$ cat src/pmrc_pkg.sv
// Functional notes
// - Enable bit 15 drives reference pin
// - Divisor field divides base by power two
// - Select bit 12 picks primary or system
// - Sleep-run bit 13 keeps reference in sleep
// - Sleep reference needs both bits, primary mode
// - System base follows clock switches
// - Bit 14, bits 7-0 read zero; reset zero
// - Sleep stops system clock and oscillator
// - Sleep freezes pin directions and levels
// - Clock failure monitor off in sleep
// - Sleep keeps low-power RC for watchdog/calendar
// - Watchdog cleared before sleep entry
// - Sleep disables system-clocked peripherals
// - Wake on interrupt, reset, watchdog timeout
// - Wake resumes with same clock source
// - Idle stops CPU, keeps system clock
// - Idle clears watchdog, keeps RC when needed
// - Idle exit restores CPU clock at once
// - Deep sleep stops all but calendar, watchdog; code also stops the low-power RC and ignores watchdog timeout
// - High byte unlocked by 0x78 then 0x9A
// - Switch start unlocked by 0x46 then 0x57
// - Interrupt during entry held, then wakes; code wakes from idle or sleep only, not deep sleep
`default_nettype none
package pmrc_pkg;
    // Register byte offsets on the APB
    localparam logic [7:0] OFF_REF = 8'h00;
    localparam logic [7:0] OFF_OSC = 8'h04;
    localparam logic [7:0] OFF_PWR = 8'h08;
    localparam logic [7:0] OFF_CMD = 8'h0C;
    localparam logic [7:0] OFF_STAT = 8'h10;
    // Reference control field positions
    localparam int REF_EN_BIT = 15;
    localparam int REF_SLP_BIT = 13;
    localparam int REF_SEL_BIT = 12;
    localparam int REF_DIV_LSB = 8;
    localparam int REF_DIV_W = 4;
    localparam int REF_CNT_W = 15;
    // Oscillator control field positions
    localparam int OSC_CUR_LSB = 12;
    localparam int OSC_NEW_LSB = 8;
    localparam int OSC_SEL_W = 3;
    localparam int OSC_SW_BIT = 0;
    localparam logic [2:0] OSC_PRIMARY = 3'h2;
    localparam logic [2:0] OSC_RESET = 3'h0;
    // Unlock keys per byte
    localparam logic [7:0] KEY_HI_A = 8'h78;
    localparam logic [7:0] KEY_HI_B = 8'h9A;
    localparam logic [7:0] KEY_LO_A = 8'h46;
    localparam logic [7:0] KEY_LO_B = 8'h57;
    // Power control and command fields
    localparam int PWR_ARM_BIT = 15;
    localparam int CMD_IDLE_BIT = 0;
    localparam int STAT_SW_BIT = 4;
    // Power modes
    typedef enum logic [3:0] {
        PM_RUN = 4'h1,
        PM_IDLE = 4'h2,
        PM_SLEEP = 4'h4,
        PM_DEEP = 4'h8
    } pmrc_mode_t;
    // Unlock sequence progress
    typedef enum logic [2:0] {
        KEY_IDLE = 3'h1,
        KEY_HALF = 3'h2,
        KEY_OPEN = 3'h4
    } pmrc_key_t;
    // Reference control contents
    typedef struct packed {
        logic enable;
        logic sleep_run;
        logic base_sel;
        logic [REF_DIV_W-1:0] div;
    } pmrc_ref_t;
    // Divider state
    typedef struct packed {
        logic [REF_CNT_W-1:0] cnt;
        logic out;
    } pmrc_div_t;
    // Clock and power outputs
    typedef struct packed {
        logic cpu_clk_en;
        logic periph_clk_en;
        logic sys_osc_run;
        logic posc_run;
        logic low_power_rc_osc_run;
        logic clock_failure_monitor_active;
        logic io_freeze;
        logic mem_power_on;
        logic calendar_run;
        logic ref_drive;
    } pmrc_pwr_t;
    // Whole state of the top block
    typedef struct packed {
        pmrc_mode_t mode;
        pmrc_ref_t refc;
        pmrc_key_t key_hi;
        pmrc_key_t key_lo;
        logic [OSC_SEL_W-1:0] new_osc;
        logic [OSC_SEL_W-1:0] cur_osc;
        logic switch_start;
        logic deep_arm;
        logic wake_pend;
        logic wdt_clear;
        pmrc_pwr_t pwr;
        logic [31:0] prdata;
        logic pready;
        logic pslverr;
    } pmrc_state_t;
endpackage
`default_nettype wire

$ cat src/pmrc_refdiv.sv
`timescale 1ns/1ps
`default_nettype none
module pmrc_refdiv #(
    parameter int DIV_W = 4,
    parameter int CNT_W = 15
) (
    // Clock and reset
    input wire logic pclk,
    input wire logic presetn,
    // Control
    input wire logic clear,
    input wire logic tick,
    input wire logic [DIV_W-1:0] div_sel,
    // Divided output
    output logic ref_out
);
    pmrc_pkg::pmrc_div_t st;
    pmrc_pkg::pmrc_div_t next_st;

    // Counter of base ticks; each bit is a power-of-two division
    always_comb
    begin
        next_st = st;
        if (clear)
        begin
            // Held low and restarted so re-enable is glitch free
            next_st.cnt = '0;
            next_st.out = 1'b0;
        end
        else
        begin
            if (tick)
            begin
                next_st.cnt = st.cnt + 1'b1;
            end
            // Code zero passes each base tick straight through
            if (div_sel == '0)
            begin
                next_st.out = tick;
            end
            else
            begin
                next_st.out = next_st.cnt[div_sel - 1'b1];
            end
        end
    end

    // State register
    always_ff @(posedge pclk or negedge presetn)
    begin
        if (!presetn)
        begin
            st <= '0;
        end
        else
        begin
            st <= next_st;
        end
    end

    assign ref_out = st.out;
endmodule
`default_nettype wire

$ cat src/pmrc_top.sv
// The register addresses and register access over APB were decided locally.
`timescale 1ns/1ps
`default_nettype none
module pmrc_top #(
    parameter int ADDR_W = 8
) (
    // Clock and reset
    input wire logic pclk,
    input wire logic presetn,
    // APB slave
    input wire logic psel,
    input wire logic penable,
    input wire logic pwrite,
    input wire logic [ADDR_W-1:0] paddr,
    input wire logic [31:0] pwdata,
    input wire logic [3:0] pstrb,
    output logic [31:0] prdata,
    output logic pready,
    output logic pslverr,
    // Base clock ticks
    input wire logic sys_tick,
    input wire logic posc_tick,
    // Wake and configuration inputs
    input wire logic irq_wake,
    input wire logic wdt_timeout,
    input wire logic wdt_enable,
    input wire logic clock_failure_monitor_enable,
    input wire logic calendar_enable,
    input wire logic calendar_on_low_power_rc_osc,
    // Reference pin
    output logic ref_clock_pin,
    output logic ref_pin_drive,
    // Clock and power controls
    output logic cpu_clk_en,
    output logic periph_clk_en,
    output logic sys_osc_run,
    output logic posc_run,
    output logic low_power_rc_osc_run,
    output logic clock_failure_monitor_active,
    output logic io_freeze,
    output logic mem_power_on,
    output logic calendar_run,
    output logic wdt_clear,
    output logic [2:0] sys_clk_sel
);
    pmrc_pkg::pmrc_state_t st;
    pmrc_pkg::pmrc_state_t next_st;

    // Bus decode helpers
    logic setup;
    logic access;
    logic [7:0] addr8;
    logic wr_ref;
    logic wr_osc_hi;
    logic wr_osc_lo;
    logic wr_pwr;
    logic wr_cmd;
    logic enter_cmd;
    logic [15:0] ref_word;
    // Reference datapath
    logic base_tick;
    logic ref_active;
    logic sleep_ref_ok;

    assign setup = psel && !penable;
    assign access = psel && penable && st.pready;
    assign addr8 = 8'(paddr);
    assign wr_ref = access && pwrite && addr8 == pmrc_pkg::OFF_REF;
    assign wr_osc_hi = access && pwrite && addr8 == pmrc_pkg::OFF_OSC && pstrb[1];
    assign wr_osc_lo = access && pwrite && addr8 == pmrc_pkg::OFF_OSC && pstrb[0];
    assign wr_pwr = access && pwrite && addr8 == pmrc_pkg::OFF_PWR && pstrb[1];
    assign wr_cmd = access && pwrite && addr8 == pmrc_pkg::OFF_CMD && pstrb[0];
    // Power-save command only means something while the CPU runs
    assign enter_cmd = wr_cmd && st.mode == pmrc_pkg::PM_RUN;

    // Readback image; unimplemented bits stay zero
    always_comb
    begin
        ref_word = 16'h0000;
        ref_word[pmrc_pkg::REF_EN_BIT] = st.refc.enable;
        ref_word[pmrc_pkg::REF_SLP_BIT] = st.refc.sleep_run;
        ref_word[pmrc_pkg::REF_SEL_BIT] = st.refc.base_sel;
        ref_word[pmrc_pkg::REF_DIV_LSB +: pmrc_pkg::REF_DIV_W] = st.refc.div;
    end

    // Sleep reference only with primary base, sleep-run and primary mode
    assign sleep_ref_ok = st.refc.sleep_run && st.refc.base_sel
        && st.cur_osc == pmrc_pkg::OSC_PRIMARY;

    // Base clock choice; a stopped source yields no ticks
    assign base_tick = st.refc.base_sel ? (posc_tick && st.pwr.posc_run)
        : (sys_tick && st.pwr.sys_osc_run);

    // Pin runs only when enabled and the mode allows it
    assign ref_active = st.pwr.ref_drive;

    // Next-state logic for bus, registers and power modes
    always_comb
    begin
        next_st = st;
        next_st.wdt_clear = 1'b0;
        // APB answer prepared in setup, presented in the access cycle
        next_st.pready = setup;
        next_st.pslverr = 1'b0;
        if (setup)
        begin
            next_st.prdata = 32'h0000_0000;
            unique case (addr8)
                pmrc_pkg::OFF_REF:
                begin
                    next_st.prdata[15:0] = ref_word;
                end
                pmrc_pkg::OFF_OSC:
                begin
                    next_st.prdata[pmrc_pkg::OSC_CUR_LSB +: pmrc_pkg::OSC_SEL_W] = st.cur_osc;
                    next_st.prdata[pmrc_pkg::OSC_NEW_LSB +: pmrc_pkg::OSC_SEL_W] = st.new_osc;
                    next_st.prdata[pmrc_pkg::OSC_SW_BIT] = st.switch_start;
                end
                pmrc_pkg::OFF_PWR:
                begin
                    next_st.prdata[pmrc_pkg::PWR_ARM_BIT] = st.deep_arm;
                end
                pmrc_pkg::OFF_CMD:
                begin
                    // Command register is write only
                    next_st.prdata = 32'h0000_0000;
                end
                pmrc_pkg::OFF_STAT:
                begin
                    next_st.prdata[3:0] = st.mode;
                    next_st.prdata[pmrc_pkg::STAT_SW_BIT] = st.switch_start;
                end
                default:
                begin
                    // Unmapped address answers with an error
                    next_st.pslverr = 1'b1;
                end
            endcase
        end

        // Reference control write; reserved bits are dropped
        if (wr_ref && pstrb[1])
        begin
            next_st.refc.enable = pwdata[pmrc_pkg::REF_EN_BIT];
            next_st.refc.sleep_run = pwdata[pmrc_pkg::REF_SLP_BIT];
            next_st.refc.base_sel = pwdata[pmrc_pkg::REF_SEL_BIT];
            next_st.refc.div = pwdata[pmrc_pkg::REF_DIV_LSB +: pmrc_pkg::REF_DIV_W];
        end

        // High byte: any non-key write breaks the sequence
        if (wr_osc_hi)
        begin
            unique case (st.key_hi)
                pmrc_pkg::KEY_OPEN:
                begin
                    next_st.new_osc = pwdata[pmrc_pkg::OSC_NEW_LSB +: pmrc_pkg::OSC_SEL_W];
                    next_st.key_hi = pmrc_pkg::KEY_IDLE;
                end
                pmrc_pkg::KEY_HALF:
                begin
                    next_st.key_hi = (pwdata[15:8] == pmrc_pkg::KEY_HI_B) ?
                        pmrc_pkg::KEY_OPEN : pmrc_pkg::KEY_IDLE;
                end
                pmrc_pkg::KEY_IDLE:
                begin
                    next_st.key_hi = (pwdata[15:8] == pmrc_pkg::KEY_HI_A) ?
                        pmrc_pkg::KEY_HALF : pmrc_pkg::KEY_IDLE;
                end
            endcase
        end

        // Clock switch completes one cycle after start
        if (st.switch_start)
        begin
            // Redundant switch simply aborts
            next_st.cur_osc = st.new_osc;
            next_st.switch_start = 1'b0;
        end

        // Low byte: switch start only after its own key pair
        if (wr_osc_lo)
        begin
            unique case (st.key_lo)
                pmrc_pkg::KEY_OPEN:
                begin
                    if (pwdata[pmrc_pkg::OSC_SW_BIT])
                    begin
                        next_st.switch_start = 1'b1;
                    end
                    next_st.key_lo = pmrc_pkg::KEY_IDLE;
                end
                pmrc_pkg::KEY_HALF:
                begin
                    next_st.key_lo = (pwdata[7:0] == pmrc_pkg::KEY_LO_B) ?
                        pmrc_pkg::KEY_OPEN : pmrc_pkg::KEY_IDLE;
                end
                pmrc_pkg::KEY_IDLE:
                begin
                    next_st.key_lo = (pwdata[7:0] == pmrc_pkg::KEY_LO_A) ?
                        pmrc_pkg::KEY_HALF : pmrc_pkg::KEY_IDLE;
                end
            endcase
        end

        // Deep sleep arm; software sets it ahead of the command
        if (wr_pwr)
        begin
            next_st.deep_arm = pwdata[pmrc_pkg::PWR_ARM_BIT];
        end

        // Power mode sequencing
        unique case (st.mode)
            pmrc_pkg::PM_RUN:
            begin
                next_st.wake_pend = 1'b0;
                if (enter_cmd)
                begin
                    // Event during entry is held; it wakes afterwards from idle or sleep only
                    next_st.wake_pend = irq_wake || wdt_timeout;
                    // Watchdog count cleared on the way in
                    next_st.wdt_clear = wdt_enable;
                    if (pwdata[pmrc_pkg::CMD_IDLE_BIT])
                    begin
                        next_st.mode = pmrc_pkg::PM_IDLE;
                    end
                    else if (st.deep_arm)
                    begin
                        next_st.mode = pmrc_pkg::PM_DEEP;
                    end
                    else
                    begin
                        next_st.mode = pmrc_pkg::PM_SLEEP;
                    end
                end
            end
            pmrc_pkg::PM_IDLE, pmrc_pkg::PM_SLEEP:
            begin
                // Clock source left untouched so wake resumes on it
                if (irq_wake || wdt_timeout || st.wake_pend)
                begin
                    next_st.mode = pmrc_pkg::PM_RUN;
                    next_st.wake_pend = 1'b0;
                end
            end
            pmrc_pkg::PM_DEEP:
            begin
                // Only a device reset leaves deep sleep
                next_st.mode = pmrc_pkg::PM_DEEP;
            end
        endcase

        // Outputs follow the next mode so they change with it
        next_st.pwr.cpu_clk_en = next_st.mode == pmrc_pkg::PM_RUN;
        next_st.pwr.periph_clk_en = next_st.mode == pmrc_pkg::PM_RUN
            || next_st.mode == pmrc_pkg::PM_IDLE;
        next_st.pwr.sys_osc_run = next_st.pwr.periph_clk_en;
        next_st.pwr.clock_failure_monitor_active = clock_failure_monitor_enable && next_st.pwr.periph_clk_en;
        next_st.pwr.io_freeze = next_st.mode == pmrc_pkg::PM_SLEEP
            || next_st.mode == pmrc_pkg::PM_DEEP;
        next_st.pwr.mem_power_on = next_st.mode != pmrc_pkg::PM_DEEP;
        next_st.pwr.calendar_run = calendar_enable;
        unique case (next_st.mode)
            pmrc_pkg::PM_RUN:
            begin
                next_st.pwr.posc_run = next_st.cur_osc == pmrc_pkg::OSC_PRIMARY
                    || next_st.refc.base_sel;
                next_st.pwr.low_power_rc_osc_run = wdt_enable || clock_failure_monitor_enable
                    || (calendar_enable && calendar_on_low_power_rc_osc);
                next_st.pwr.ref_drive = next_st.refc.enable;
            end
            pmrc_pkg::PM_IDLE:
            begin
                next_st.pwr.posc_run = next_st.cur_osc == pmrc_pkg::OSC_PRIMARY
                    || next_st.refc.base_sel;
                next_st.pwr.low_power_rc_osc_run = wdt_enable || clock_failure_monitor_enable
                    || (calendar_enable && calendar_on_low_power_rc_osc);
                next_st.pwr.ref_drive = next_st.refc.enable;
            end
            pmrc_pkg::PM_SLEEP:
            begin
                // Crystal kept alive only for a sleeping reference
                next_st.pwr.posc_run = sleep_ref_ok && next_st.refc.enable;
                next_st.pwr.low_power_rc_osc_run = wdt_enable
                    || (calendar_enable && calendar_on_low_power_rc_osc);
                next_st.pwr.ref_drive = next_st.refc.enable
                    && next_st.refc.sleep_run;
            end
            pmrc_pkg::PM_DEEP:
            begin
                next_st.pwr.posc_run = 1'b0;
                next_st.pwr.low_power_rc_osc_run = 1'b0;
                next_st.pwr.ref_drive = 1'b0;
            end
        endcase
    end

    // State register; controls clear at reset, except the run-mode clock, oscillator and memory power enables, which are set
    always_ff @(posedge pclk or negedge presetn)
    begin
        if (!presetn)
        begin
            st <= '0;
            st.mode <= pmrc_pkg::PM_RUN;
            st.key_hi <= pmrc_pkg::KEY_IDLE;
            st.key_lo <= pmrc_pkg::KEY_IDLE;
            st.new_osc <= pmrc_pkg::OSC_RESET;
            st.cur_osc <= pmrc_pkg::OSC_RESET;
            st.pwr.cpu_clk_en <= 1'b1;
            st.pwr.periph_clk_en <= 1'b1;
            st.pwr.sys_osc_run <= 1'b1;
            st.pwr.mem_power_on <= 1'b1;
        end
        else
        begin
            st <= next_st;
        end
    end

    // Reference divider, cleared whenever the pin is off
    pmrc_refdiv #(
        .DIV_W(pmrc_pkg::REF_DIV_W),
        .CNT_W(pmrc_pkg::REF_CNT_W)
    ) u_refdiv (
        .pclk(pclk),
        .presetn(presetn),
        .clear(!ref_active),
        .tick(base_tick),
        .div_sel(st.refc.div),
        .ref_out(ref_clock_pin)
    );

    // Output wiring from registered state
    assign prdata = st.prdata;
    assign pready = st.pready;
    assign pslverr = st.pslverr;
    assign ref_pin_drive = st.pwr.ref_drive;
    assign cpu_clk_en = st.pwr.cpu_clk_en;
    assign periph_clk_en = st.pwr.periph_clk_en;
    assign sys_osc_run = st.pwr.sys_osc_run;
    assign posc_run = st.pwr.posc_run;
    assign low_power_rc_osc_run = st.pwr.low_power_rc_osc_run;
    assign clock_failure_monitor_active = st.pwr.clock_failure_monitor_active;
    assign io_freeze = st.pwr.io_freeze;
    assign mem_power_on = st.pwr.mem_power_on;
    assign calendar_run = st.pwr.calendar_run;
    assign wdt_clear = st.wdt_clear;
    assign sys_clk_sel = st.cur_osc;

    // Checks
    AST_REF_OFF: assert property (@(posedge pclk) disable iff (!presetn)
        !ref_active |=> !ref_clock_pin)
        else $error("reference pin not low while disabled");
    AST_RSV_ZERO: assert property (@(posedge pclk) disable iff (!presetn)
        setup && addr8 == pmrc_pkg::OFF_REF |=> prdata[14] == 1'b0 && prdata[7:0] == 8'h00)
        else $error("reserved reference bits not zero");
    AST_SLEEP_OSC: assert property (@(posedge pclk) disable iff (!presetn)
        st.mode == pmrc_pkg::PM_SLEEP |-> !sys_osc_run && !cpu_clk_en && !periph_clk_en)
        else $error("system clock alive in sleep");
    AST_FREEZE: assert property (@(posedge pclk) disable iff (!presetn)
        enter_cmd && !pwdata[pmrc_pkg::CMD_IDLE_BIT] |=> io_freeze)
        else $error("pins not frozen on sleep entry");
    AST_CLOCK_FAILURE_MONITOR_OFF: assert property (@(posedge pclk) disable iff (!presetn)
        st.mode == pmrc_pkg::PM_SLEEP |-> !clock_failure_monitor_active)
        else $error("clock monitor active in sleep");
    AST_WDT_CLR: assert property (@(posedge pclk) disable iff (!presetn)
        enter_cmd && wdt_enable |=> wdt_clear ##1 !wdt_clear)
        else $error("watchdog not cleared on entry");
    AST_IDLE_WAKE: assert property (@(posedge pclk) disable iff (!presetn)
        st.mode == pmrc_pkg::PM_IDLE && irq_wake |=> cpu_clk_en && sys_clk_sel == $past(st.cur_osc))
        else $error("idle wake did not restore cpu clock");
    AST_HI_LOCK: assert property (@(posedge pclk) disable iff (!presetn)
        wr_osc_hi && st.key_hi != pmrc_pkg::KEY_OPEN |=> $stable(st.new_osc))
        else $error("oscillator select written while locked");
    AST_LO_LOCK: assert property (@(posedge pclk) disable iff (!presetn)
        wr_osc_lo && st.key_lo != pmrc_pkg::KEY_OPEN && !st.switch_start |=> !st.switch_start)
        else $error("switch start set while locked");
    AST_POSC_SLP: assert property (@(posedge pclk) disable iff (!presetn)
        st.mode == pmrc_pkg::PM_SLEEP && !sleep_ref_ok |-> !posc_run)
        else $error("crystal kept running in sleep");
    AST_HELD_IRQ: assert property (@(posedge pclk) disable iff (!presetn)
        enter_cmd && irq_wake && !pwdata[pmrc_pkg::CMD_IDLE_BIT] && !st.deep_arm
        |=> st.mode == pmrc_pkg::PM_SLEEP ##1 st.mode == pmrc_pkg::PM_RUN)
        else $error("coincident interrupt lost");
    COV_SLEEP: cover property (@(posedge pclk) disable iff (!presetn)
        st.mode == pmrc_pkg::PM_SLEEP ##[1:20] st.mode == pmrc_pkg::PM_RUN);
    COV_IDLE: cover property (@(posedge pclk) disable iff (!presetn)
        st.mode == pmrc_pkg::PM_IDLE);
    COV_DEEP: cover property (@(posedge pclk) disable iff (!presetn)
        st.mode == pmrc_pkg::PM_DEEP);
    COV_SWITCH: cover property (@(posedge pclk) disable iff (!presetn)
        st.switch_start && st.new_osc != st.cur_osc);
endmodule
`default_nettype wire

$ cat config.mk
export PLATFORM = sky130hd
export DESIGN_NAME = pmrc_top
export DESIGN_NICKNAME = d
export VERILOG_FILES = /design/src/pmrc_pkg.sv /design/src/pmrc_refdiv.sv /design/src/pmrc_top.sv
export SDC_FILE = /design/constraint.sdc
export NUM_CORES = 1
export LEC_CHECK = 0
export BUFFER_PORTS_ARGS = -buffer_cell sky130_fd_sc_hd__buf_2
export CAP_MARGIN = 40
export CORE_UTILIZATION = 48
export CTS_BUF_LIST = sky130_fd_sc_hd__clkbuf_8 sky130_fd_sc_hd__clkbuf_16
export CTS_CLUSTER_DIAMETER = 50
export DETAILED_ROUTE_END_ITERATION = 10
export PLACE_DENSITY = 0.77
export SYNTH_ARGS = -nofsm -noshare
export SYNTH_HDL_FRONTEND = slang
export SYNTH_SLANG_ARGS = --single-unit
export TNS_END_PERCENT = 10
$ cat constraint.sdc
create_clock -name pclk -period 2.3 [get_ports pclk]
set_input_delay 0.345 -clock pclk [delete_from_list [all_inputs] [get_ports pclk]]
set_output_delay 0.345 -clock pclk [all_outputs]
set_load 0.01 [all_outputs]
* Word level (Yosys, flattened, before mapping) *
Index checks and enable logic that the tools add are counted.

operators by class
  eq/ne operators = 26
  order comparisons = 1
  add/sub/neg operators = 2
  reduce and logical (&&, ||, !) cells = 39
  multiplexer cells = 37

operators by type and width
  operator                                                                count
  15-bit 2-to-1 mux                                                       2
  8-bit by 7-bit equality test with 1-bit output (second input constant)  3
  4-bit 2-to-1 mux                                                        6
  1-bit logical AND                                                       22
  3-bit case mux with 3 select lines                                      2
  8-bit by 4-bit equality test with 1-bit output (second input constant)  2
  16-bit 2-to-1 mux                                                       1
  15-bit by 1-bit adder with 15-bit output (second input constant)        1
  3-bit by 2-bit equality test with 1-bit output (second input constant)  4
  3-bit case mux with 2 select lines                                      2
  4-bit case mux with 3 select lines                                      1
  1-bit 2-to-1 mux                                                        11
  4-bit by 1-bit equality test with 1-bit output (second input constant)  2
  4-bit by 2-bit equality test with 1-bit output (second input constant)  2
  4-bit by 3-bit equality test with 1-bit output (second input constant)  2
  4-bit equality test (second input constant)                             2
  8-bit by 3-bit equality test with 1-bit output (second input constant)  1
  8-bit by 5-bit equality test with 1-bit output (second input constant)  1
  8-bit equality test (second input constant)                             1
  8-bit logical NOT                                                       1
  1-bit logical OR                                                        8
  7-bit 2-to-1 mux                                                        1
  3-bit by 1-bit equality test with 1-bit output (second input constant)  2
  3-bit equality test (second input constant)                             2
  16 further kinds                                                        23

word-level totals
  output and inout port bits = 49
  word-level logic and storage cells = 132
  register bits after elaboration = 67
  bits of input ports = 57

* Longest topological paths before layout *
Gate-level depths: netlist of run 1.

  depth in word-level cells = 11
  gate-level depth with buffers = 10
  gate-level depth less buffers = 8

* Cells and area by module *
Synthesis of run 1 repeated with hierarchy kept, for this count alone.

unflattened totals
  cells, all modules = 380
  area total of the unflattened synthesis = 3797.4 sq um

modules (own cells, without submodules)
  module       area an instance (sq um)  seq. area each (sq um)  cells an instance  instances
  pmrc_top     2610.0                    1283.7                  249                1
  pmrc_refdiv  1187.4                    400.4                   131                1

* Worst setup path before layout of run 1 *
No wires, ideal clock.

  path type = register to register
  start = register st, in the netlist ref_word[8]
  end = register u_refdiv.st, in the netlist u_refdiv.ref_out
  required time = 2.206 ns
  setup slack = 0.012 ns
  library setup time = 0.094 ns
  clock period less this slack = 2.288 ns
  path buffers = 2
  arrival time = 2.194 ns
  stages on the path, launching flop included = 10
  path through = dfrtp_1 > clkbuf_1 > inv_1 > ha_1 > clkbuf_1 > inv_1 > a31o_2 > a32oi_1 > o2111ai_1 > a221oi_2

RTL lines
  element                   line               source
  start: declaration        pmrc_top.sv:46     pmrc_pkg::pmrc_state_t st;
  start signal: assignment  pmrc_top.sv:315    st <= next_st;
  end signal: assignment    pmrc_refdiv.sv:57  st <= next_st;
  end: declaration          pmrc_refdiv.sv:17  pmrc_pkg::pmrc_div_t st;

==> metrics.txt, run 1 <==
clock-pin transition on the worst setup and hold timing paths approximately 70 ps; Setup TNS 0 ps; Crit. End Element register; area delta synth->final 13.39%; most common library cell in the layout ignoring fill and taps buf_2; crit path launch u_refdiv.st[2]$_DFF_PN0_; Post-Syn Area between 3000 and 4000 um^2; post-route setup slack between 100 and 150 ps; Final Cell Area about 4500 um^2; Leak 2.115 nW; # Max-Cap Violations 0; Vias/cell ~5.6; hold buffers post-CTS 0; WP data required 2540 ps; Final Setup Violations 0; post-detail-place hpwl approximately 6.4 mm; DRC 0; first drt pass iteration count 4; synthesized flop and latch total 67; nets roughly 530; wire per inst 15.03 um; top routing layer in use met4; worst-case reg-to-reg path depth 7; critical path, cell by cell ha_1 > nand4_1 > a21oi_1 > mux2_2 > o211ai_1 > o2111ai_1 > a221oi_2; gr usage total 21.31%; prevailing post-synth register cell dfrtp_1; area of the multi-input gates slightly below 2000 um^2; VDD IR max 0.4363 mV; CTS tree built; worst skew pair latency around 330 ps; Synth Warn # 0; Layout Skew between 8 and 9 ps; slowest CP cell dfrtp_1; clk buf depth 2; fill count between 700 and 800; Startpoint Class register; r2r startpoint u_refdiv.st[2]$_DFF_PN0_; Crit Path Class register to register; Die Width slightly above 90 um; Worst Path Max Fanout 6; RR Endpoint u_refdiv.ref_out$_DFF_PN0_; H-tree level count 3; Critical Path End u_refdiv.ref_out$_DFF_PN0_; vias in the first global route approximately 3000; sequential cell area 1685 um^2; IO Port Bufs 68; Post-synth EDFFs 0; Total Wirelength 8.705 mm; PD cells between 500 and 600 nW/um^2; routed length on met2 approximately 4.2 mm; Synth async-reset ratio 100.0%; DR iter-0 viols ~260; Cell Count Post-Placement ~560; Buf/Inv on CP 0; result of the run complete, no violations; first-pass GRT wire length roughly 14 mm; f_max between 0.4 and 0.5 GHz; GP Congestion between 0.8 and 0.9; top cell family by delay on the critical path compound AO/OA/AOI/OAI gates; period utilization 94.18%; Tightest Pin Transition about 570 ps; die area 8679 um^2; final max-slew violation count 0; Row Count 32; routed wl met3 between 300 and 400 um; Final min period ~2200 ps; non-filler cells, final just under 600; cell count after synthesis between 400 and 500; post-synth cell types 68; commonest non-fill, non-tap cells in the layout 68 x buf_2, 60 x dfrtp_1, 43 x nor2_1; slowest stage delay, CP about 440 ps; Post-DRT Antenna Nets 0; Inserted Diodes 0; Clk Tree Root Cell clkbuf_8; initial antenna violation count 0; synthesized area per cell approximately 9.7 um^2; Slew headroom between 60% and 70%; Initial Util 50.57%; CP Depth 7; Metal-1 WL 3.994 mm; R2R Setup Slk approximately 130 ps; Seq/Total Area, Yosys a little over two fifths; RSZ-0062 raised after global routing false; final hold violations 0; DP Area ~4300 um^2; aggregate global routing overflow 0; layout cells sized above 1 28.30%; worst slack at placement about 24 ps; IO Count between 100 and 150; core footprint between 7000 and 8000 um^2; vias between 3000 and 4000; total CTS buffers 9; crit path DAT 2410 ps; largest net degree at the start of global routing a little under 70; die height 93.16 um; Hold WC Path Type input pin to asynchronous set/reset pin; Clock Sinks 67
repair_timing:
item | in CTS | in global routing
gates resized for setup | 0 | 3
buffers inserted | 0 | 0
endpoints found under the setup margin | 0 | 4
Yosys cell counts (7+ instances only):
master	n	area (um^2)
xor2_1	7	61.31
clkbuf_1	12	45.04
nand4_1	11	68.82
mux2i_1	7	70.07
nand2_1	38	142.6
xnor2_1	10	87.58
dfrtp_1	61	1526
mux2_2	12	135.1
buf_4	36	270.3
nand3_1	19	95.09
nor2_1	43	161.4
nor3_1	7	35.03
a21oi_1	12	60.06
inv_1	16	60.06
layer usage:
layer / vias up / GRT usage [%]
li1: 1560 / -
met1: 1564 / 28.91
met2: 95 / 34.38
met3: 10 / 4.634
met4: 0 / 5.897
met5: - / 0
state kept, by name, summed over array words and instances (netlist names):
register,cells
cpu_clk_en,1
ref_word,7
pslverr,1
calendar_run,1
u_refdiv.ref_out,1
ref_pin_drive,1
io_freeze,1
low_power_rc_osc_run,1
u_refdiv.st,15
sys_osc_run,1
st,16
posc_run,1
clock_failure_monitor_active,1
sys_clk_sel,3
prdata,13
mem_power_on,1
pready,1
wdt_clear,1
stage by stage:
step | total power [mW] | hold WS, ps | util, %
after floorplan | 1.327 | 49.41 | -
after global placement | 1.380 | 388.0 | 54.57
after detailed placement | 1.385 | 390.2 | 54.57
after CTS | 2.412 | 20.24 | 57.27
after global routing | 2.472 | 28.13 | 57.34
final | 2.379 | 14.92 | 57.34
cell families after synthesis:
family          Yosys count  share of synthesized area, %
mux                      20                         5.521
other cells               1                       0.09401
buf+inv                  68                         9.881
compound gates           63                         12.77
xor+xnor                 17                         3.733
fa+ha+maj                 3                        0.9411
simple gates            174                         24.84
flops                    67                         42.22
area by class of cell:
type	instances	area share [%]
clock buffer	12	3.651
clock inverter	4	1.051
inverter	17	1.411
multi-input combinational	296	43.85
sequential	67	37.26
tap	102	2.822
timing repair buffer	81	9.959
worst min path at each step:
| stage | from | to | slack, ps | depth (start not counted) |
|---|---|---|---|---|
| 2_1_floorplan | presetn | calendar_run$_DFF_PN0_ | 50 | 0 |
| 3_3_place_gp | presetn | st[55]$_DFFE_PN0P_ | 390 | 2 |
| 3_5_place_dp | presetn | st[55]$_DFFE_PN0P_ | 390 | 2 |
| 4_1_cts | presetn | st[55]$_DFFE_PN0P_ | 20 | 2 |
| 5_1_grt | presetn | st[55]$_DFFE_PN0P_ | 30 | 2 |
| 6_report | presetn | st[55]$_DFFE_PN0P_ | 10 | 2 |
report_power, final:
group	leakage, nW	switching [mW]	total (mW)	internal, mW
Clock	0.108	0.433	1.02	0.586
Combinational	1.13	0.101	0.157	0.0561
Sequential	0.873	0.00807	1.20	1.19
No activity file was read; power rests on OpenSTA's default activity.
==> run 2, diff against run 1 <==
Settings changed: CELL_PAD_IN_SITES_DETAIL_PLACEMENT set to 1, CELL_PAD_IN_SITES_GLOBAL_PLACEMENT set to 1, CORE_MARGIN set to 3, CORE_UTILIZATION 48 to 36, PLACE_DENSITY 0.77 to not set, PLACE_DENSITY_LB_ADDON set to 0.1.
==> run 2 against run 1 <==
Sequential power about the same; largest cell class unchanged; routed wire length increased by 23%; critical path depth decreased by 1; global-route usage decreased by 3.5 points; worst setup slack improved by 2.9 ps; maximum frequency increased by 0.14%; sequential share of layout area decreased by 1.2 points; clock-buffer cell count decreased by 3.
==> metrics.txt, run 2 (synthesized netlist as in run 1, its figures left out) <==
Leak 2.180 nW (+3.1%); clk buf depth 2 (unchanged); worst skew pair latency 350 ps (+20 ps); aggregate global routing overflow 0 (unchanged); total CTS buffers 9 (unchanged); clock-pin transition on the worst setup and hold timing paths 80 ps (about the same); CTS tree built; vias 3248 (+0.59%); Tightest Pin Transition 552.4 ps (-18.49 ps); crit path DAT 2450 ps (+40 ps); most used cell, CP nor4b_2; commonest non-fill, non-tap cells in the layout 68 x buf_2, 60 x dfrtp_1, 43 x nor2_1; die height 111.3 um (+19%); Initial Util 37.79% (-13 points); M3 GR Usage 3.166% (-1.5 points); VDD IR max 0.3093 mV (-29%); critical path, cell by cell nor4b_2 > and4_1 > a31oi_1 > o211ai_2 > nor4b_2 > and2_1; Final min period 2163 ps (-2.928 ps); Die Width 111.3 um (+19%); Largest Register st; H-tree level count 3 (unchanged); IO Count 106 (unchanged); # Max-Cap Violations 0 (unchanged); IO Port Bufs 68 (unchanged); first-pass GRT wire length 17.84 mm (+24%); slowest CP cell dfrtp_1; f_max 0.4623 GHz (+0.14%); Vias/cell 5.180 (-7.1%); result of the run complete, no violations; layout cells sized above 1 30.96% (+2.7 points); Row Count 37 (+16%); vias in the first global route 3409 (+15%); wire per inst 17.11 um (+14%); Inserted Diodes 0 (unchanged); Layout Skew 10.73 ps (+1.817 ps); first drt pass iteration count 4 (unchanged); fill count 1251 (+75%); Final Setup Violations 0 (unchanged); Slew headroom 63.13% (+1.3 points); PD cells 496.7 nW/um^2 (-5.6%); WP data required 2590 ps (+50 ps); core footprint 10560 um^2 (+34%); Final Core Density 44.24% (-13 points); largest net degree at the start of global routing 68 (unchanged); non-filler cells, final 627 (+8.3%); die area 12380 um^2 (+43%); R2R Setup Slk 140 ps (about the same); Most Crowded Layer GR met2; met2 global-route usage 26.82% (-7.6 points); Crit Path Class register to register; Total Wirelength 10.73 mm (+23%); Hold WC Path Type input pin to asynchronous set/reset pin; initial antenna violation count 0 (unchanged); Cell Count Post-Placement 611 (+8.5%); met1 Track Usage GR 26.12% (-2.8 points); Startpoint Class register; Crit. End Element register; Post-DRT Antenna Nets 0 (unchanged); post-detail-place hpwl 8.167 mm (+27%); Worst Path Max Fanout 8 (+2); area delta synth->final 17.06%; RSZ-0062 raised after global routing true; GP Congestion 0.7919 (-6.0%); Clk Tree Root Cell clkbuf_8; post-CTS setup buffers 0 (unchanged); slowest stage delay, CP 500 ps (+60 ps); Clock Sinks 67 (unchanged); max reg flops 16 (unchanged); period utilization 94.05% (-0.13 points); final hold violations 0 (unchanged); most common library cell in the layout ignoring fill and taps buf_2; gr usage total 17.77% (-3.5 points); final max-slew violation count 0 (unchanged); DRC 0 (unchanged); nets 546 (+2.6%); DR iter-0 viols 104 (-60%)
==> run 2: changes by cell type in the layout (fill, tap and decap cells not counted), sizes merged <==
cell / delta
clkinvlp: -1
clkbuf: -3
buf: +14
inv: +2
clkinv: +2
==> run 2: report_power, final <==
part           switching (mW)  leakage (nW)  internal (mW)
Combinational           0.105          1.20         0.0567
Clock                   0.467         0.105          0.489
Sequential            0.00755         0.872           1.19
==> run 2: path summary, 6_finish.rpt <==
check                           cells after the start             startpoint                                endpoint
worst max-delay path                                6       st[69]$_DFF_PN0_  clock_failure_monitor_active$_DFF_PN0_
worst min-delay path                                2                presetn                  prdata[10]$_DFFE_PN0P_
worst max register to register                      6       st[69]$_DFF_PN0_  clock_failure_monitor_active$_DFF_PN0_
worst min register to register                      2  prdata[4]$_DFFE_PN0P_                   prdata[4]$_DFFE_PN0P_
max in group asynchronous                           2                presetn                        st[67]$_DFF_PN1_
min in group pclk                                   1        calendar_enable                  calendar_run$_DFF_PN0_
==> run 2: metrics by stage <==
step	setup WS, ps	cell area (um^2)	total power, mW	hold WS, ps	setup TNS, ps
after floorplan	12.36	4056	1.327	49.41	0
final	136.8	4669	2.319	14.95	0
after global placement	49.89	4452	1.385	401.9	0
after global routing	-35.60	4669	2.440	38.53	-64.15
after CTS	70.00	4637	2.369	21.51	0
after detailed placement	-3.940	4452	1.389	398.5	-3.940
==> run 2: final cells by class <==
| cell class | instances | area [um^2] | share of cell area, % |
|---|---|---|---|
| clock buffers | 9 | 123.9 | 2.653 |
| well taps | 136 | 170.2 | 3.644 |
| clock inverters | 7 | 61.31 | 1.313 |
| repair buffers | 95 | 555.5 | 11.90 |
| flip-flops and latches | 67 | 1685 | 36.09 |
| inverters | 17 | 63.81 | 1.367 |
| multi-input cells | 296 | 2009 | 43.03 |
==> run 2: critical path: cells and delay by family, from the launching register on <==
family	cells	cell delay [ps]
flip-flops	1	500
AND/OR/NAND/NOR	4	1140
AO/OA/AOI/OAI	2	480
==> run 2: timing repair <==
item | CTS | global route
hold buffers | 0 | 0
setup endpoints to repair | 0 | 7
resized for setup | 0 | 7
==> run 2: per-layer routing <==
| layer | wire (um) | share of wire (%) | vias up |
|---|---|---|---|
| met1 | 5328 | 50 | 1595 |
| met4 | 131 | 1.2 | 0 |
| met3 | 400 | 3.7 | 11 |
| li1 | - | - | 1577 |
| met2 | 4871 | 45 | 65 |
| met5 | 0 | 0 | - |
==> run 3, diff against run 2 <==
Settings changed: PLACE_DENSITY set to 0.86, PLACE_DENSITY_LB_ADDON 0.1 to not set.
==> run 3 against run 2 <==
Register-to-register slack lost 90 ps; final cell count fell by 1.1%; die area unchanged; combinational power grew 2%; critical path depth did not move; clock power up 8%.
==> metrics.txt, run 3 (synthesized netlist as in run 1, its figures left out) <==
Inserted Diodes 0 (unchanged); DR iter-0 viols 135 (+30%); clk buf depth 2 (unchanged); RSZ-0062 raised after global routing true; result of the run complete, no violations; combinational cell fraction of total power 6.9% (about the same); commonest non-fill, non-tap cells in the layout 68 x buf_2, 61 x dfrtp_1, 43 x nor2_1; vias in the first global route 3664 (+7.5%); Sw Pwr 611.5 uW (+5.6%); Layout Skew 12.73 ps (+1.998 ps); total CTS buffers 9 (unchanged); Vias/cell 5.373 (+3.7%); period utilization 98.01% (+4.0 points); Switching Fraction 25.51% (+0.55 points); IO Count 106 (unchanged); # Max-Cap Violations 0 (unchanged); Post-DRT Antenna Nets 0 (unchanged); die area 12380 um^2 (unchanged); Row Count 37 (unchanged); initial antenna violation count 0 (unchanged); Final Core Density 43.91% (-0.33 points); most common library cell in the layout ignoring fill and taps buf_2; total power 2.397 mW (+3.3%); slowest CP cell dfrtp_1; H-tree level count 3 (unchanged); area delta synth->final 16.19%; VDD IR max 0.2759 mV (-11%); Startpoint Class register; DRC 0 (unchanged); CTS tree built; gr usage total 18.05% (+0.28 points); Final Setup Violations 0 (unchanged); top cell family by delay on the critical path compound AO/OA/AOI/OAI gates; Slew headroom 57.55% (-5.6 points); Worst Path Max Fanout 8 (unchanged); Hold WC Path Type input pin to register; largest net degree at the start of global routing 34 (-50%); post-CTS setup buffers 0 (unchanged); Final min period 2254 ps (+91.04 ps); final hold violations 0 (unchanged); max reg flops 16 (unchanged); worst skew pair latency 370 ps (+20 ps); aggregate global routing overflow 0 (unchanged); r2r startpoint ref_word[12]$_DFF_PN0_; Crit. End Element register; final max-slew violation count 0 (unchanged); crit path launch ref_word[12]$_DFF_PN0_; Leak 2.145 nW (-1.6%); internal power 1.786 mW (+2.6%); nets 539 (-1.3%); Hold Startpoint calendar_enable; first-pass GRT wire length 18.16 mm (+1.8%); critical path, cell by cell nand4b_4 > a21oi_1 > mux2_2 > o211ai_1 > o2111ai_1 > a221oi_2; Tightest Pin Transition 636.8 ps (+84.32 ps); Clock Sinks 67 (unchanged); post-detail-place hpwl 8.145 mm (-0.27%); PD cells 517.2 nW/um^2 (+4.1%); GP Congestion 0.8634 (+9.0%); first drt pass iteration count 4 (unchanged); core footprint 10560 um^2 (unchanged); Buf/Inv on CP 0 (unchanged); Total Wirelength 10.59 mm (-1.3%); WP data required 2550 ps (-40 ps); Crit Path Class register to register; clock-pin transition on the worst setup and hold timing paths 80 ps (about the same); Largest Register st; Initial Util 37.79% (unchanged); wire per inst 17.08 um (-0.21%); Setup TNS 0 ps (unchanged); IO Port Bufs 68 (unchanged); Clk Tree Root Cell clkbuf_8; slowest stage delay, CP 510 ps (about the same); f_max 0.4436 GHz (-4.0%); crit path DAT 2500 ps (+50 ps); clock share of power 43.0% (+1.8 points); die height 111.3 um (unchanged); non-filler cells, final 620 (-1.1%); fill count 1240 (-0.88%); layout cells sized above 1 29.75% (-1.2 points); Seq pwr share 50.1% (-1.7 points); Die Width 111.3 um (unchanged); vias 3331 (+2.6%); Cell Count Post-Placement 603 (-1.3%)
[run 3: repair_timing]
| item | in CTS | in global routing |
|---|---|---|
| hold endpoints to repair | 13 | 0 |
| resized for setup | 1 | 5 |
| hold buffers | 1 | 0 |
| setup endpoints to repair | 2 | 7 |
[run 3: layout make-up]
class,instances,area [um^2],share of cell area (%)
sequential,67,1684,36.34
inverter,17,63.81,1.377
timing repair buffer,88,505.5,10.91
multi-input combinational,296,2008,43.33
clock buffer,10,137.6,2.970
tap,136,170.2,3.672
clock inverter,6,65.06,1.404
[run 3: power groups by stage]
stage                     sequential [mW]  combinational (mW)  clock, mW
after floorplan                      1.23               0.101          0
after global placement               1.22               0.162          0
after detailed placement             1.22               0.167          0
after CTS                            1.20               0.168       1.06
after global routing                 1.20               0.186       1.11
final                                1.20               0.165       1.03
[run 3: final timing paths]
check                                             end  slack [ps]  depth (start not counted)
min in group asynchronous   u_refdiv.st[15]$_DFF_PN0_         440                          2
hold reg to reg                prdata[11]$_DFFE_PN0P_         470                          2
max in group asynchronous          st[54]$_DFFE_PN1P_        1190                          3
hold / removal                 calendar_run$_DFF_PN0_         120                          1
setup / recovery           u_refdiv.ref_out$_DFF_PN0_          50                          6
setup reg to reg           u_refdiv.ref_out$_DFF_PN0_          50                          6
[run 3: worst register-to-register path, stage by stage, from the launching register on]
cell and delay [ps]:
dfrtp_1 510, nand4b_4 340, a21oi_1 310, mux2_2 380, o211ai_1 100, o2111ai_1 180, a221oi_2 330
[run 3: per-stage QoR]
stage / cell area (um^2) / worst slack [ps] / hold slack (ps)
final: 4634 / 45.79 / 122.5
after detailed placement: 4392 / -78.64 / 298.1
after floorplan: 4056 / 12.36 / 49.41
after CTS: 4612 / 58.17 / 104.1
after global routing: 4634 / -54.35 / 108.9
after global placement: 4392 / 85.46 / 301.1
[run 3: layer usage]
layer | wire length, um | vias to the layer above | global-route usage (%)
met3 | 374 | 20 | 4.148
li1 | - | 1561 | -
met5 | 0 | - | 0
met4 | 276 | 0 | 7.948
met2 | 5611 | 86 | 32.33
met1 | 4327 | 1664 | 20.38
